$ cat config.mk
export PLATFORM = sky130hd
export DESIGN_NAME = aeqs_search
export DESIGN_NICKNAME = d
export VERILOG_FILES = /design/src/hw/aeqs_pkg.sv /design/src/hw/aeqs_search.sv
export SDC_FILE = /design/constraint.sdc
export NUM_CORES = 1
export LEC_CHECK = 0
export CAP_MARGIN = 20
export CORE_MARGIN = 4
export CORE_UTILIZATION = 50
export CTS_BUF_LIST = sky130_fd_sc_hd__clkbuf_2
export CTS_CLUSTER_SIZE = 28
export DETAILED_ROUTE_END_ITERATION = 10
export DONT_BUFFER_PORTS = 1
export GPL_ROUTABILITY_DRIVEN = 0
export SYNTH_ARGS = -nofsm -noshare
export SYNTH_HDL_FRONTEND = slang
export SYNTH_SLANG_ARGS = --single-unit
$ cat constraint.sdc
create_clock -name i_core_clk -period 16.6 [get_ports i_core_clk]
set_clock_uncertainty 0.1 [all_clocks]
set_input_delay 0.83 -clock i_core_clk [delete_from_list [all_inputs] [get_ports i_core_clk]]
set_output_delay 0.83 -clock i_core_clk [all_outputs]
set_load 0.05 [all_outputs]
$ cat src/hw/aeqs_pkg.sv
// Constants for the adaptive equalizer search controller
package aeqs_pkg;
   // Register offsets
   localparam logic [7:0] CTL_ONE_OFS    = 8'h35;
   localparam logic [7:0] ADAPTED_OFS    = 8'h3B;
   localparam logic [7:0] CTL_TWO_OFS    = 8'h45;
   // Control one fields
   localparam int         RESTART_BIT    = 0;
   localparam int         FLOOR_APPLY_BIT = 1;
   localparam int         FLOOR_OVR_BIT  = 2;
   // Control two fields: floor value in [7:4], dwell code in [2:0]
   localparam int         FLOOR_LSB      = 4;
   localparam int         DWELL_LSB      = 0;
   localparam int         DWELL_CODE_W   = 3;
   // Status fields
   localparam int         HOLDING_BIT    = 7;
   // Values after reset
   localparam logic [7:0] CTL_ONE_RST    = 8'h00;
   localparam logic [7:0] CTL_TWO_RST    = 8'h03;
   // Dwell interval is (code + 1) units; reset code 3 gives 2.62 ms
   localparam int         CLK_PERIOD_NS  = 40;
   localparam int         DWELL_DEF_NS   = 2620000;
   localparam int         DWELL_UNIT_NS  = DWELL_DEF_NS / (int'(CTL_TWO_RST[2:0]) + 1);
   localparam int         DWELL_UNIT_CYC = DWELL_UNIT_NS / CLK_PERIOD_NS;
   localparam int         CNT_W          = 20;
   typedef enum logic {AEQS_DWELL, AEQS_HOLD} aeqs_state_t;
endpackage

$ cat src/hw/aeqs_search.sv
// Adaptive equalizer gain search with dwell timer and control registers
`timescale 1ns/1ns
`default_nettype none
module aeqs_search #(
   parameter int GAIN_W    = 4,
   parameter int DWELL_UNIT = aeqs_pkg::DWELL_UNIT_CYC
) (
   // Clock and reset
   input  wire logic              i_core_clk,
   input  wire logic              i_rst,
   // Register port from serial control logic
   input  wire logic              i_reg_wr,
   input  wire logic              i_reg_rd,
   input  wire logic [7:0]        i_reg_addr,
   input  wire logic [7:0]        i_reg_wdata,
   output logic      [7:0]        o_reg_rdata,
   // Soft reset pulse and recovered lock pin
   input  wire logic              i_logic_soft_reset,
   input  wire logic              i_cdr_lock,
   // Gain to the analog equalizer, and hold flag
   output logic      [GAIN_W-1:0] o_eq_gain,
   output logic                   o_eq_holding
);
   localparam logic [GAIN_W-1:0] GAIN_MAX = '1;
   localparam logic [GAIN_W-1:0] GAIN_MIN = '0;

   function automatic logic [GAIN_W-1:0] next_gain(input logic [GAIN_W-1:0] g,
                                                   input logic [GAIN_W-1:0] s);
      next_gain = (g == GAIN_MAX) ? s : g + 1'b1;
   endfunction

   // Lock pin crosses into the core clock
   logic lock_m_q;
   logic lock_s_q;
   always_ff @(posedge i_core_clk or posedge i_rst) begin
      if (i_rst) begin
         lock_m_q <= 1'b0;
         lock_s_q <= 1'b0;
      end else begin
         lock_m_q <= i_cdr_lock;
         lock_s_q <= lock_m_q;
      end
   end

   // Search state
   aeqs_pkg::aeqs_state_t      state_q, state_d;
   logic [GAIN_W-1:0]           gain_q, gain_d, gain_next;
   logic                        holding_q, holding_d;
   logic [aeqs_pkg::CNT_W-1:0] cnt_q, cnt_d, dwell_len;
   logic                        dwell_done;

   // Registers
   logic [7:0]        ctl1_q, ctl1_d, ctl2_q, ctl2_d, rdata_q, rdata_d;
   logic              restart;
   logic [GAIN_W-1:0] start_gain, floor_val;
   always_comb begin
      ctl1_d  = ctl1_q;
      ctl2_d  = ctl2_q;
      rdata_d = rdata_q;
      if (i_reg_wr && i_reg_addr == aeqs_pkg::CTL_ONE_OFS) begin
         ctl1_d = i_reg_wdata;
      end
      if (i_reg_wr && i_reg_addr == aeqs_pkg::CTL_TWO_OFS) begin
         ctl2_d = i_reg_wdata;
      end
      // Restart bit never stays set
      ctl1_d[aeqs_pkg::RESTART_BIT] = 1'b0;
      if (i_reg_rd) begin
         unique case (i_reg_addr)
            aeqs_pkg::CTL_ONE_OFS: rdata_d = ctl1_q;
            aeqs_pkg::CTL_TWO_OFS: rdata_d = ctl2_q;
            aeqs_pkg::ADAPTED_OFS: begin
               rdata_d = 8'h00;
               rdata_d[GAIN_W-1:0] = gain_q;
               rdata_d[aeqs_pkg::HOLDING_BIT] = holding_q;
            end
            default:               rdata_d = 8'h00;
         endcase
      end
   end
   always_ff @(posedge i_core_clk or posedge i_rst) begin
      if (i_rst) begin
         ctl1_q  <= aeqs_pkg::CTL_ONE_RST;
         ctl2_q  <= aeqs_pkg::CTL_TWO_RST;
         rdata_q <= 8'h00;
      end else begin
         ctl1_q  <= ctl1_d;
         ctl2_q  <= ctl2_d;
         rdata_q <= rdata_d;
      end
   end

   // New floor settings count at once, so one write can set floor and restart
   assign restart = i_logic_soft_reset ||
                    (i_reg_wr && i_reg_addr == aeqs_pkg::CTL_ONE_OFS &&
                     i_reg_wdata[aeqs_pkg::RESTART_BIT]);
   assign floor_val  = ctl2_d[aeqs_pkg::FLOOR_LSB +: GAIN_W];
   assign start_gain = (ctl1_d[aeqs_pkg::FLOOR_OVR_BIT] && ctl1_d[aeqs_pkg::FLOOR_APPLY_BIT])
                       ? floor_val : GAIN_MIN;

   // Dwell timer and next gain
   assign dwell_len  = aeqs_pkg::CNT_W'((int'(ctl2_q[aeqs_pkg::DWELL_LSB +: aeqs_pkg::DWELL_CODE_W]) + 1)
                       * DWELL_UNIT);
   // Compare with >= so a shorter code written mid-dwell ends it at once
   assign dwell_done = (cnt_q >= dwell_len - 1'b1);
   // Step value seen by the checks
   assign gain_next  = next_gain(gain_q, start_gain);

   always_comb begin
      state_d = state_q;
      gain_d  = gain_q;
      cnt_d   = cnt_q;
      if (restart) begin
         state_d = aeqs_pkg::AEQS_DWELL;
         gain_d  = start_gain;
         cnt_d   = '0;
      end else begin
         unique case (state_q)
            aeqs_pkg::AEQS_DWELL: begin
               if (!dwell_done) begin
                  cnt_d = cnt_q + 1'b1;
               end else if (lock_s_q) begin
                  state_d = aeqs_pkg::AEQS_HOLD;
               end else begin
                  // Fixed top of range, wrap to start
                  gain_d = next_gain(gain_q, start_gain);
                  cnt_d  = '0;
               end
            end
            aeqs_pkg::AEQS_HOLD: begin
               if (!lock_s_q) begin
                  state_d = aeqs_pkg::AEQS_DWELL;
                  gain_d  = next_gain(gain_q, start_gain);
                  cnt_d   = '0;
               end
            end
         endcase
      end
      // Registered flag keeps the pin glitch free
      holding_d = (state_d == aeqs_pkg::AEQS_HOLD);
   end
   always_ff @(posedge i_core_clk or posedge i_rst) begin
      if (i_rst) begin
         state_q <= aeqs_pkg::AEQS_DWELL;
         gain_q  <= '0;
         cnt_q   <= '0;
         holding_q <= 1'b0;
      end else begin
         state_q <= state_d;
         gain_q  <= gain_d;
         cnt_q   <= cnt_d;
         holding_q <= holding_d;
      end
   end

   assign o_eq_gain    = gain_q;
   assign o_eq_holding = holding_q;
   assign o_reg_rdata  = rdata_q;
endmodule
`default_nettype wire

== Yosys cells after proc, flatten, opt, wreduce, memory -nomap -nowiden ==
Index checks and enable logic that the tools add are counted.

* Add/subtract/negate cells: 4
* $mul: 1
* Div/mod/pow operators: 0
* $lt $le $gt $ge: 1
* Eq/ne operators: 5
* Shift-type cells: 0
* Muxes and demuxes: 17
* Bitwise operators: 1
* Reductions and logical operators: 5

{| class="wikitable"
|+ Operators with widths
! operator !! number
|-
| $mux W20 || 3
|-
| $pmux W20 S2 || 1
|-
| $pmux W8 S3 || 1
|-
| $add A20 B1 Y20 const B || 1
|-
| $ge A20 B20 Y1 || 1
|-
| $mux W4 || 5
|-
| $sub A18 B1 Y19 const B || 1
|-
| $mul A4 B14 Y18 const B || 1
|-
| $eq A8 B6 Y1 const B || 2
|-
| $eq A8 B7 Y1 const B || 1
|-
| $mux W8 || 1
|-
| $pmux W4 S2 || 1
|-
| $add A3 B1 Y4 const B || 1
|-
| $add A4 B1 Y4 const B || 1
|-
| $eq A4 B4 Y1 const B || 1
|-
| $logic_and A1 B1 Y1 || 4
|-
| $mux W1 || 3
|-
| $mux W3 || 1
|-
| $ne A3 B3 Y1 const B || 1
|-
| $pmux W1 S2 || 1
|-
| $logic_or A1 B1 Y1 || 1
|-
| $not A1 Y1 || 1
|}

* Bits in registers: 50
* Latch bits: 0
* Memory bits (writable): 0
* Memory bits (read-only): 0
* Input bits: 22
* Output and inout port bits: 13
* Word-level logic and storage cells: 44
* Memories kept: 0

== Longest topological paths before layout ==
Gate-level depths: netlist of the first run.

* Depth in word-level cells: 10
* Gate-level depth with buffers: 27
* Mapped depth without buffers: 25

== Worst setup path before layout of the first run ==
OpenSTA, ideal clock, no wires.

* Path type: register to register
* Start: register ctl2_q[0]
* End: register cnt_q[12] (netlist name)
* Setup time: 0.126 ns
* Data arrival time: 5.473 ns
* Data required time: 16.374 ns
* Slack: 10.901 ns
* Cell stages (with the launch flop): 24
* Buffers on the path: 1
* Period minus slack after synthesis: 5.699 ns
* Cells stage by stage: dfstp_2 inv_1 ha_1 fa_1 inv_1 fa_1 inv_1 ha_1 a21oi_1 o21ai_0 o21ai_0 a21oi_1 xnor2_1 ha_1 nand4_1 or3_1 a211oi_1 o2bb2ai_1 a41oi_1 o211a_1 and3_1 buf_2 and3_1 a221o_1

* Cells in the longest elaborated chain, start to end: 7

{| class="wikitable"
|+ Ends and longest elaborated chain
! what !! line !! RTL
|-
| start, declared || aeqs_search.sv:53 || <nowiki>logic [7:0] ctl1_q, ctl1_d, ctl2_q, ctl2_d, rdata_q, rdata_d;</nowiki>
|-
| start signal, assigned || aeqs_search.sv:84 || <nowiki>ctl2_q <= aeqs_pkg::CTL_TWO_RST;</nowiki>
|-
| start signal, assigned || aeqs_search.sv:88 || <nowiki>ctl2_q <= ctl2_d;</nowiki>
|-
| $add A3 B1 Y4 || aeqs_search.sv:102 || <nowiki>assign dwell_len = aeqs_pkg::CNT_W'((int'(ctl2_q[aeqs_pkg::DWELL_LSB +: aeqs_pkg::DWELL_CODE_W]) + 1)</nowiki>
|-
| $mul A4 B14 Y18 || aeqs_search.sv:103 || <nowiki>* DWELL_UNIT);</nowiki>
|-
| $sub A18 B1 Y19 || aeqs_search.sv:105 || <nowiki>assign dwell_done = (cnt_q >= dwell_len - 1'b1);</nowiki>
|-
| $ge A20 B20 Y1 || aeqs_search.sv:105 ||
|-
| $mux W20 || aeqs_search.sv:120 || <nowiki>if (!dwell_done) begin</nowiki>
|-
| $pmux W20 S2 || aeqs_search.sv:118 || <nowiki>unique case (state_q)</nowiki>
|-
| $mux W20 || aeqs_search.sv:113 || <nowiki>if (restart) begin</nowiki>
|-
| net cnt_d (one bit) || aeqs_search.sv:49 || <nowiki>logic [aeqs_pkg::CNT_W-1:0] cnt_q, cnt_d, dwell_len;</nowiki>
|-
| end signal, assigned || aeqs_search.sv:151 || <nowiki>cnt_q <= cnt_d;</nowiki>
|-
| end, declared || aeqs_search.sv:49 ||
|}

The timed path passes the listed nets, and every way through them passes these cells.
A chain may end at the register's enable or synchronous reset.

== Worst setup path after layout of the first run ==
* Start: register ctl2_q[0]
* End: register cnt_q[9] (netlist name)

The elaborated chain is that of the path after synthesis.

==> impl_metrics.env, run 1 <==
export IMPL_post_cts_setup_buffers=0
export IMPL_die_area_um2=9039
export IMPL_synthArstFlopShare_pct=100.0
export IMPL_firstDrtPassIters=4
export IMPL_grt_setup_unrepaired="no"
export IMPL_timing_final_max_slew_violations=0
export IMPL_clock_latency_ns=0.43
export IMPL_via_count=2968
export IMPL_cts_sinks=50
export IMPL_ys_types=58
export IMPL_antenna_found_initial=0
export IMPL_seq_area_um2=1254
export IMPL_n_antenna_cell=0
export IMPL_cts_buffers_inserted=5
export IMPL_place_hpwl_um=6640
export IMPL_critPathKind="reg -> reg"
export IMPL_h_tree_depth=2
export IMPL_critPathCaptureType="flop"
export IMPL_min_path_type="in -> async"
export IMPL_die_w_um=95.08
export IMPL_tightest_slew_ns=0.9676
export IMPL_pre_cts_ws_ns=9.871
export IMPL_clk_pin_slew_ns=0.29
export IMPL_ys_seq_elements=50
export IMPL_ir_drop_mv=0.04561
export IMPL_finalCritPeriodShare_pct=40.29
export IMPL_clockBufferDepth=2
export IMPL_cpPeakStageDelay_ns=0.74
export IMPL_nNetsFinal=480
export IMPL_yosys_top_cells_area="dfrtp_1 32%, ha_1 15%, mux2_2 4.8%"
export IMPL_wl_per_cell_um=16.95
export IMPL_yosysSeqAreaShare_pct=33.07
export IMPL_required_ns=16.87
export IMPL_die_y_um=95.08
export IMPL_leakage_nw=1.862
export IMPL_synth_largest_area_cell="dfrtp_1"
export IMPL_grt_overflow_total=0
export IMPL_fillerInstances=705
export IMPL_first_iter_violations=146
export IMPL_synth_area_um2=3791
export IMPL_synthesis_nets=479
export IMPL_grt_max_degree=51
export IMPL_synth_top_area_share_pct=31.68
export IMPL_fin_ws_ns=9.912
export IMPL_cts_tree="yes"
export IMPL_clockRootBuffer="clkbuf_2"
export IMPL_worst_path_buf_inv=3
export IMPL_fin_setup_tns_ns=0
export IMPL_synth_edff_count=0
export IMPL_port_buffers=0
export IMPL_final_period_minus_worst_setup_slack_ns=6.688
export IMPL_powerDensity_nw_per_um2=70.56
export IMPL_track_usage_pct=20.28
export IMPL_ys_flop_type="dfrtp_1"
export IMPL_cp_arrival_ns=6.96
export IMPL_syn_inst=407
export IMPL_max_freq_mhz=149.5
export IMPL_wl_um=8609
export IMPL_hold_violations=0
export IMPL_drive_gt1_share_pct=8.313
export IMPL_worst_setup_path_start_kind="flop"
export IMPL_areaGrowthSynthToFinish_pct=4.158
export IMPL_ant_nets=0
export IMPL_status="complete, no violations"
export IMPL_grt_pass1_wl_um=14310
export IMPL_setup_violations=0
export IMPL_slowest_stage="dfstp_2"
export IMPL_initial_core_util_pct=51.99
export IMPL_hold_buffers=0
export IMPL_cpLargestDelayFamily="adder cells"
export IMPL_grt_pass1_vias=2905
export IMPL_drv_cap=0
export IMPL_avgSynthCellArea_um2=9.315
export IMPL_synth_warnings=0
export IMPL_core_um2=7292
export IMPL_cts_repair_resized=0
export IMPL_crit_chain="inv_1 -> ha_1 -> fa_1 -> inv_1 -> fa_1 -> inv_1 -> ha_1 -> a21oi_1 -> o21ai_0 -> o21ai_0 -> a21oi_1 -> xnor2_1 -> ha_1 -> nand4_1 -> or3_1 -> a211oi_1 -> o2bb2ai_1 -> a41oi_1 -> o211a_1 -> and3_1 -> and3_1 -> a221o_1"
export IMPL_num_rows=31
export IMPL_io_pins=35
export IMPL_drcViolationCount=0
export IMPL_max_slew_margin_pct=35.49
export IMPL_multi_input_area_um2=2375
export IMPL_via_per_inst=5.843
export IMPL_cp_max_fo=30
## synthesized netlist by cell type (2+ instances only)
master,n
a211oi_1,3
a21o_1,9
a21oi_1,24
a221o_1,4
a222oi_1,4
a22o_1,3
a22oi_1,5
a31o_2,2
a31oi_1,6
a41oi_1,2
and3_1,10
and4_1,2
buf_2,4
clkbuf_1,4
dfrtp_1,48
dfstp_2,2
fa_1,6
ha_1,44
inv_1,33
mux2_2,16
mux2i_1,6
nand2_1,36
nand2b_1,6
nand3_1,13
nand3b_1,9
nand4_1,4
nand4b_1,2
nand4bb_1,2
nor2_1,27
nor2b_1,5
nor3_1,6
o211ai_1,5
o21a_1,2
o21ai_0,16
o22ai_1,4
or3_1,5
or4_1,2
xnor2_1,5
xor2_1,2
## cell usage in the layout, fill, tap and decap left out, drive strengths merged, types with 3 or more instances in the layout
cell type and instances:
a222oi 4, nor3 6, inv 34, clkinv 3, a211oi 3, nand2 36
xor2 3, nand2b 6, a221o 4, o22ai 4, a22o 3, nor2 27
fa 6, a21o 9, nand3 13, mux2i 6, a21oi 25, xnor2 5
nand3b 9, clkbuf 5, and3 10, or3 5, o21ai 16, nand4 4
a22oi 5, nor2b 5, mux2 16, dfrtp 48, a31oi 6, o211ai 5
ha 44
## per-stage QoR
| step | instances | utilization [%] | area, µm² | power (mW) | hold WS [ns] |
|---|---|---|---|---|---|
| 4_1_cts | 507 | 53.88 | 3929 | 0.2814 | 0.2719 |
| 5_1_grt | 508 | 54.15 | 3949 | 0.3004 | 0.1148 |
| 6_report | 508 | 54.15 | 3949 | 0.2786 | 0.1449 |
| 3_3_place_gp | 499 | 53.31 | 3887 | 0.2301 | 0.2356 |
| 2_1_floorplan | 407 | - | 3791 | 0.2110 | 0.2312 |
| 3_5_place_dp | 499 | 53.31 | 3887 | 0.2308 | 0.2395 |
## final cells by class
type | instances | share of cell area [%]
clock inverter | 3 | 0.4119
inverter | 34 | 3.232
timing repair buffer | 2 | 0.6971
tap | 99 | 3.137
clock buffer | 5 | 0.6337
multi-input combinational | 315 | 60.14
sequential | 50 | 31.75
## cells by family (layout without fill, tap and decap cells)
logic type / Yosys count / after routing / share of synthesized area, %
AND/OR/NAND/NOR: 134 / 134 / 18.42
AO/OA/AOI/OAI: 101 / 101 / 18.15
adder cells (fa/ha/maj): 50 / 50 / 17.69
flip-flops: 50 / 50 / 33.07
buffers and inverters: 42 / 44 / 4.290
multiplexers: 22 / 22 / 6.337
XOR/XNOR: 8 / 8 / 2.046
## final timing paths
check                                      start               endpoint  slack (ns)  cells after the start
max                        ctl2_q[0]$_DFFE_PP1P_     cnt_q[9]$_DFF_PP0_        9.91                     22
min                                        i_rst     cnt_q[7]$_DFF_PP0_        0.14                      1
max reg2reg                ctl2_q[0]$_DFFE_PP1P_     cnt_q[9]$_DFF_PP0_        9.91                     22
min reg2reg                   lock_m_q$_DFF_PP0_     lock_s_q$_DFF_PP0_        0.28                      0
max in group asynchronous                  i_rst  ctl2_q[0]$_DFFE_PP1P_       15.62                      2
min in group i_core_clk       lock_m_q$_DFF_PP0_     lock_s_q$_DFF_PP0_        0.28                      0
## power breakdown
group	total (mW)	internal, mW	switching, mW
combinational	0.0904	0.0381	0.0523
clock	0.0496	0.00981	0.0398
sequential	0.139	0.126	0.0122
total	0.279	0.174	0.104
## metal layers
layer	routed length (µm)	vias to the layer above	track usage (%)
met5	0	-	0
met4	47	0	3.726
met3	324	4	4.499
met2	4269	34	34.99
met1	3968	1435	26.28
li1	-	1495	-
## sequential cells by signal, indices dropped and copies added, names as in the netlist
name          count
ctl1_q            7
cnt_q            20
o_reg_rdata       8
o_eq_gain         4
ctl2_q            8
lock_m_q          1
lock_s_q          1
o_eq_holding      1
(Power assumes the default switching activity.)
==> run 2, diff against run 1 <==
==> constraint.sdc (replaced) <==
create_clock -name i_core_clk -period 6.25 [get_ports i_core_clk]
set_clock_uncertainty 0.1 [all_clocks]
set_input_delay 0.3125 -clock i_core_clk [delete_from_list [all_inputs] [get_ports i_core_clk]]
set_output_delay 0.3125 -clock i_core_clk [all_outputs]
set_load 0.05 [all_outputs]
==> run 2 against run 1 <==
Effect of this change:
- critical endpoint is now cnt_q[12]$_DFF_PP0_
- via count up 3.8%
- worst setup slack got worse by 9.5 ns
- sequential cell count unchanged
- clock-buffer cell count up 1
- largest power group unchanged
- cell count grew 4.5%
- die area unchanged
- fmax grew 15%
- register-to-register slack lost 9.5 ns
- combinational power grew to 2.9 times the previous value
==> impl_metrics.env, run 2 (synthesized netlist as in run 1, its figures left out) <==
export IMPL_status="complete, no violations"
export IMPL_placed_cells=507
export IMPL_via_per_inst=5.800
export IMPL_grt_setup_unrepaired="no"
export IMPL_areaGrowthSynthToFinish_pct=11.06
export IMPL_worst_setup_path_start_kind="flop"
export IMPL_n_antenna_cell=0
export IMPL_fin_ws_ns=0.4544
export IMPL_grt_pass1_wl_um=14630
export IMPL_drive_gt1_share_pct=11.81
export IMPL_drcViolationCount=0
export IMPL_timing_final_max_slew_violations=0
export IMPL_max_freq_mhz=172.5
export IMPL_initial_core_util_pct=51.99
export IMPL_wl_um=8850
export IMPL_clock_latency_ns=0.45
export IMPL_wl_per_cell_um=16.67
export IMPL_clk_pin_slew_ns=0.29
export IMPL_h_tree_depth=2
export IMPL_die_y_um=95.08
export IMPL_critPathCaptureType="flop"
export IMPL_cts_buffers_inserted=5
export IMPL_finalCritPeriodShare_pct=92.73
export IMPL_tightest_slew_ns=0.6686
export IMPL_max_slew_margin_pct=55.43
export IMPL_design_area_um2=4210
export IMPL_cts_sinks=50
export IMPL_instances_no_fill=531
export IMPL_layout_common_cells="47 x dfrtp_1, 43 x ha_1, 36 x nand2_1"
export IMPL_layout_commonest_cell="dfrtp_1"
export IMPL_io_pins=35
export IMPL_power_mw=0.8096
export IMPL_hold_violations=0
export IMPL_antenna_found_initial=0
export IMPL_ir_drop_mv=0.1190
export IMPL_holdPathStages=2
export IMPL_die_area_um2=9039
export IMPL_largest_register="cnt_q"
export IMPL_first_iter_violations=156
export IMPL_num_rows=31
export IMPL_via_count=3080
export IMPL_cts_tree="yes"
export IMPL_firstDrtPassIters=5
export IMPL_cp_max_fo=23
export IMPL_pre_cts_ws_ns=0.02317
export IMPL_ant_nets=0
export IMPL_r2r_cells=23
export IMPL_cp_arrival_ns=6.08
export IMPL_core_um2=7292
export IMPL_clockBufferDepth=2
export IMPL_setup_violations=0
export IMPL_final_period_minus_worst_setup_slack_ns=5.796
export IMPL_required_ns=6.53
export IMPL_grt_max_degree=51
export IMPL_drv_cap=0
export IMPL_leakage_nw=1.977
export IMPL_place_hpwl_um=6654
export IMPL_grt_overflow_total=0
export IMPL_clockRootBuffer="clkbuf_2"
export IMPL_final_util_pct=57.74
export IMPL_port_buffers=0
export IMPL_track_usage_pct=20.74
export IMPL_place_area_um2=3948
export IMPL_nNetsFinal=503
export IMPL_fin_setup_tns_ns=0
export IMPL_die_w_um=95.08
export IMPL_min_path_type="in -> reg"
export IMPL_largest_reg_flops=20
export IMPL_finalHoldWorstSlack_ns=0.05905
export IMPL_grt_pass1_vias=3010
export IMPL_critPathKind="reg -> reg"
export IMPL_powerDensity_nw_per_um2=192.3
-- run 2: layout make-up --
| class | instances | area (µm²) |
|---|---|---|
| fill | 688 | 3082 |
| multi-input combinational | 315 | 2404 |
| inverter | 34 | 127.6 |
| clock buffer | 6 | 30.03 |
| timing repair buffer | 25 | 232.7 |
| clock inverter | 2 | 37.54 |
| tap | 99 | 123.9 |
| sequential | 50 | 1255 |
-- run 2: worst max-delay path, cell delays in order, from the launching register on --
cell and delay [ns]:
dfstp_2 0.64, ha_1 0.24, xor2_4 0.26, inv_2 0.12, fa_1 0.52, inv_1 0.05
fa_1 0.50, inv_1 0.04, ha_1 0.29, a21oi_1 0.18, o21ai_1 0.13, o21ai_1 0.18
a21oi_1 0.11, xnor2_1 0.14, ha_1 0.29, nand4_1 0.08, or3_1 0.40, a211oi_2 0.26
o2bb2ai_1 0.14, a41oi_1 0.07, o211a_1 0.22, and3_4 0.29, and3_1 0.19, a221o_1 0.25
-- run 2: routing by layer --
layer  global-route usage (%)  routed length [µm]  vias up
met3                    4.420                 410        9
met1                    26.89                3956     1481
li1                         -                   -     1537
met2                    35.39                4390       53
met4                    4.808                  94        0
met5                        0                   0        -
-- run 2: what timing repair did --
item	CTS	global route
setup endpoints to repair	3	23
buffers inserted	0	2
resized for setup	1	8
hold buffers	12	1
hold endpoints to repair	76	1
gates cloned	0	0
-- run 2: final timing paths --
| check | startpoint | to | slack (ns) |
|---|---|---|---|
| hold reg to reg | lock_m_q$_DFF_PP0_ | lock_s_q$_DFF_PP0_ | 0.29 |
| max in group asynchronous | i_rst | ctl2_q[0]$_DFFE_PP1P_ | 5.44 |
| setup reg to reg | ctl2_q[1]$_DFFE_PP1P_ | cnt_q[12]$_DFF_PP0_ | 0.45 |
| hold / removal | i_reg_wdata[0] | cnt_q[19]$_DFF_PP0_ | 0.06 |
| min in group asynchronous | i_rst | o_eq_gain[3]$_DFFE_PP0P_ | 0.09 |
| setup / recovery | ctl2_q[1]$_DFFE_PP1P_ | cnt_q[12]$_DFF_PP0_ | 0.45 |
-- run 2: power by group --
part           internal [mW]  switching [mW]
sequential             0.336          0.0311
clock                 0.0689           0.114
combinational          0.112           0.147
total                  0.517           0.292
==> run 3, diff against run 2 <==
--- a/config.mk
+++ b/config.mk
@@ -5,8 +5,8 @@
 export SDC_FILE = /design/constraint.sdc
 export NUM_CORES = 1
 export LEC_CHECK = 0
+export ABC_AREA = 1
 export CAP_MARGIN = 20
-export CORE_MARGIN = 4
 export CORE_UTILIZATION = 50
 export CTS_BUF_LIST = sky130_fd_sc_hd__clkbuf_2
 export CTS_CLUSTER_SIZE = 28
==> run 3 against run 2 <==
Effect of this change:
- sequential share of layout area is 2.7 points lower
- critical endpoint is now cnt_q[15]$_DFF_PP0_
- highest routed layer unchanged
- non-clock buffer count is 5 lower
- sequential power hardly changed
- combinational power is 120% higher
- worst setup slack better by 0.16 ns
- clock power is 25% lower
- largest cell class unchanged
- routed wire length is 19% higher
- first-iteration DRC count is 33% lower
- critical path depth is 5 higher
==> impl_metrics.env, run 3 <==
export IMPL_initial_core_util_pct=52.14
export IMPL_ys_top_cells_by_count="174 x nand2_1, 99 x inv_1, 48 x dfrtp_1"
export IMPL_synth_largest_area_cell="dfrtp_1"
export IMPL_min_path_type="in -> reg"
export IMPL_grt_pass1_vias=3688
export IMPL_clock_power_share_pct=12.7
export IMPL_synth_most_common_cell="nand2_1"
export IMPL_multi_input_area_um2=2620
export IMPL_largest_reg_flops=20
export IMPL_status="complete, no violations"
export IMPL_synth_top_area_share_pct=27.90
export IMPL_timing_final_max_slew_violations=0
export IMPL_grt_pass1_wl_um=17200
export IMPL_critPathCaptureType="flop"
export IMPL_via_per_inst=5.320
export IMPL_num_rows=33
export IMPL_cts_sinks=50
export IMPL_drive_gt1_share_pct=6.129
export IMPL_clock_latency_ns=0.44
export IMPL_core_um2=8258
export IMPL_cp_max_fo=9
export IMPL_cpLargestDelayFamily="adder cells"
export IMPL_seq_area_um2=1254
export IMPL_p_seq_share_pct=33.9
export IMPL_first_iter_violations=105
export IMPL_cts_buffers_inserted=5
export IMPL_critPathKind="reg -> reg"
export IMPL_intPower_mw=0.5865
export IMPL_firstDrtPassIters=4
export IMPL_avgSynthCellArea_um2=7.116
export IMPL_yosysSeqAreaShare_pct=29.12
export IMPL_largest_register="cnt_q"
export IMPL_finalCritPeriodShare_pct=90.09
export IMPL_grt_overflow_total=0
export IMPL_clk_pin_slew_ns=0.28
export IMPL_ys_types=43
export IMPL_synth_edff_count=0
export IMPL_io_pins=35
export IMPL_layout_commonest_cell="nand2_1"
export IMPL_antenna_found_initial=0
export IMPL_synthArstFlopShare_pct=100.0
export IMPL_p_sw_mw=0.4932
export IMPL_fin_setup_tns_ns=0
export IMPL_synth_warnings=0
export IMPL_nNetsFinal=691
export IMPL_die_w_um=94.80
export IMPL_switching_share_pct=45.68
export IMPL_ir_drop_mv=0.1176
export IMPL_synth_area_um2=4305
export IMPL_worst_path_buf_inv=8
export IMPL_synthesis_nets=677
export IMPL_p_comb_share_pct=53.3
export IMPL_cts_tree="yes"
export IMPL_layout_common_cells="175 x nand2_1, 98 x inv_1, 48 x dfrtp_1"
export IMPL_via_count=3857
export IMPL_wl_um=10510
export IMPL_leakage_nw=2.624
export IMPL_setup_violations=0
export IMPL_place_area_um2=4392
export IMPL_fillerInstances=845
export IMPL_power_mw=1.080
export IMPL_final_period_minus_worst_setup_slack_ns=5.631
export IMPL_finalHoldWorstSlack_ns=0.01855
export IMPL_hold_violations=0
export IMPL_clockRootBuffer="clkbuf_2"
export IMPL_drcViolationCount=0
export IMPL_clockBufferDepth=2
export IMPL_design_area_um2=4626
export IMPL_cpPeakStageDelay_ns=0.63
export IMPL_ys_seq_elements=50
export IMPL_place_hpwl_um=7832
export IMPL_die_area_um2=8986
export IMPL_tightest_slew_ns=1.055
export IMPL_drv_cap=0
export IMPL_areaGrowthSynthToFinish_pct=7.440
export IMPL_track_usage_pct=24.48
export IMPL_max_slew_margin_pct=29.64
export IMPL_cp_arrival_ns=5.95
export IMPL_n_antenna_cell=0
export IMPL_max_freq_mhz=177.6
export IMPL_wl_per_cell_um=14.49
export IMPL_required_ns=6.57
export IMPL_slowest_stage="dfstp_2"
export IMPL_syn_inst=605
export IMPL_powerDensity_nw_per_um2=233.4
export IMPL_ant_nets=0
export IMPL_grt_setup_unrepaired="no"
export IMPL_grt_max_degree=51
export IMPL_crit_top_cell="inv_1"
export IMPL_h_tree_depth=2
export IMPL_die_y_um=94.80
export IMPL_worst_setup_path_start_kind="flop"
export IMPL_port_buffers=0
export IMPL_yosys_top_cells_area="dfrtp_1 28%, nand2_1 15%, ha_1 13%"
export IMPL_ys_flop_type="dfrtp_1"
[run 3: changes by cell type in the layout (fill, tap and decap cells not counted), moves of 10 or more]
cell	delta
nand2_1	+139
o21ai_0	+11
xor2_1	+10
mux2_2	-16
inv_1	+66
nand3_1	+32
[run 3: worst register-to-register path, delay by kind of cell, from the launching register on]
family                   cells  cell delay, ns
adder cells (fa/ha/maj)      6            1.69
AO/OA/AOI/OAI                5            1.07
AND/OR/NAND/NOR              8            0.97
buffers and inverters        8            0.93
flip-flops                   1            0.63
XOR/XNOR                     1            0.22
[run 3: power by group through the flow]
| stage | logic (mW) | registers [mW] | clock network (mW) |
|---|---|---|---|
| floorplan | 0.439 | 0.366 | 0 |
| global placement | 0.548 | 0.373 | 0 |
| detailed placement | 0.558 | 0.374 | 0 |
| CTS | 0.570 | 0.368 | 0.142 |
| global route | 0.656 | 0.368 | 0.153 |
| finish | 0.576 | 0.366 | 0.137 |
[run 3: cell type report]
cell class | instances | share of cell area (%)
Sequential cell | 50 | 27.10
Multi-Input combinational cell | 440 | 56.64
Inverter | 102 | 8.277
Clock buffer | 6 | 0.6492
Tap cell | 105 | 2.840
Timing Repair Buffer | 20 | 4.166
Clock inverter | 2 | 0.3246
[run 3: stage by stage]
stage          setup slack [ns]  util, %  instances
3_5_place_dp             0.2785    53.18        699
3_3_place_gp             0.6491    53.09        698
4_1_cts                  0.2535    55.18        719
6_report                 0.6193    56.02        725
2_1_floorplan             1.230        -        605
5_1_grt                  0.1469    56.02        725
[run 3: timing repair]
action	in CTS	in global routing
setup endpoints to repair	0	23
hold buffers	12	0
buffers inserted	0	5
gates resized for setup	0	2
hold endpoints to repair	69	0
[run 3: logic make-up (layout without fill, tap and decap cells)]
family | Yosys count | in the layout | share of synthesized area, %
flip-flops | 50 | 50 | 29.12
buffers and inverters | 116 | 130 | 10.46
AO/OA/AOI/OAI | 86 | 86 | 11.97
adder cells (fa/ha/maj) | 50 | 50 | 15.58
XOR/XNOR | 18 | 18 | 3.662
AND/OR/NAND/NOR | 285 | 286 | 29.21
[run 3: per-layer routing]
| layer | wire length (µm) | share of wire (%) | track usage [%] |
|---|---|---|---|
| met3 | 295 | 2.8 | 3.221 |
| met4 | 153 | 1.5 | 7.323 |
| met5 | 0 | 0 | 0 |
| met1 | 4920 | 47 | 30.81 |
| met2 | 5137 | 49 | 43.35 |
[run 3: path summary, 6_finish.rpt]
kind	startpoint	endpoint	slack [ns]	cells past startpoint
worst max-delay path	ctl2_q[1]$_DFFE_PP1P_	cnt_q[15]$_DFF_PP0_	0.62	28
worst min-delay path	i_reg_wdata[0]	o_eq_holding$_DFF_PP0_	0.02	3
max in group asynchronous	i_rst	cnt_q[4]$_DFF_PP0_	5.23	3
min in group asynchronous	i_rst	lock_s_q$_DFF_PP0_	0.33	3
worst max register to register	ctl2_q[1]$_DFFE_PP1P_	cnt_q[15]$_DFF_PP0_	0.62	28
worst min register to register	lock_m_q$_DFF_PP0_	lock_s_q$_DFF_PP0_	0.29	0
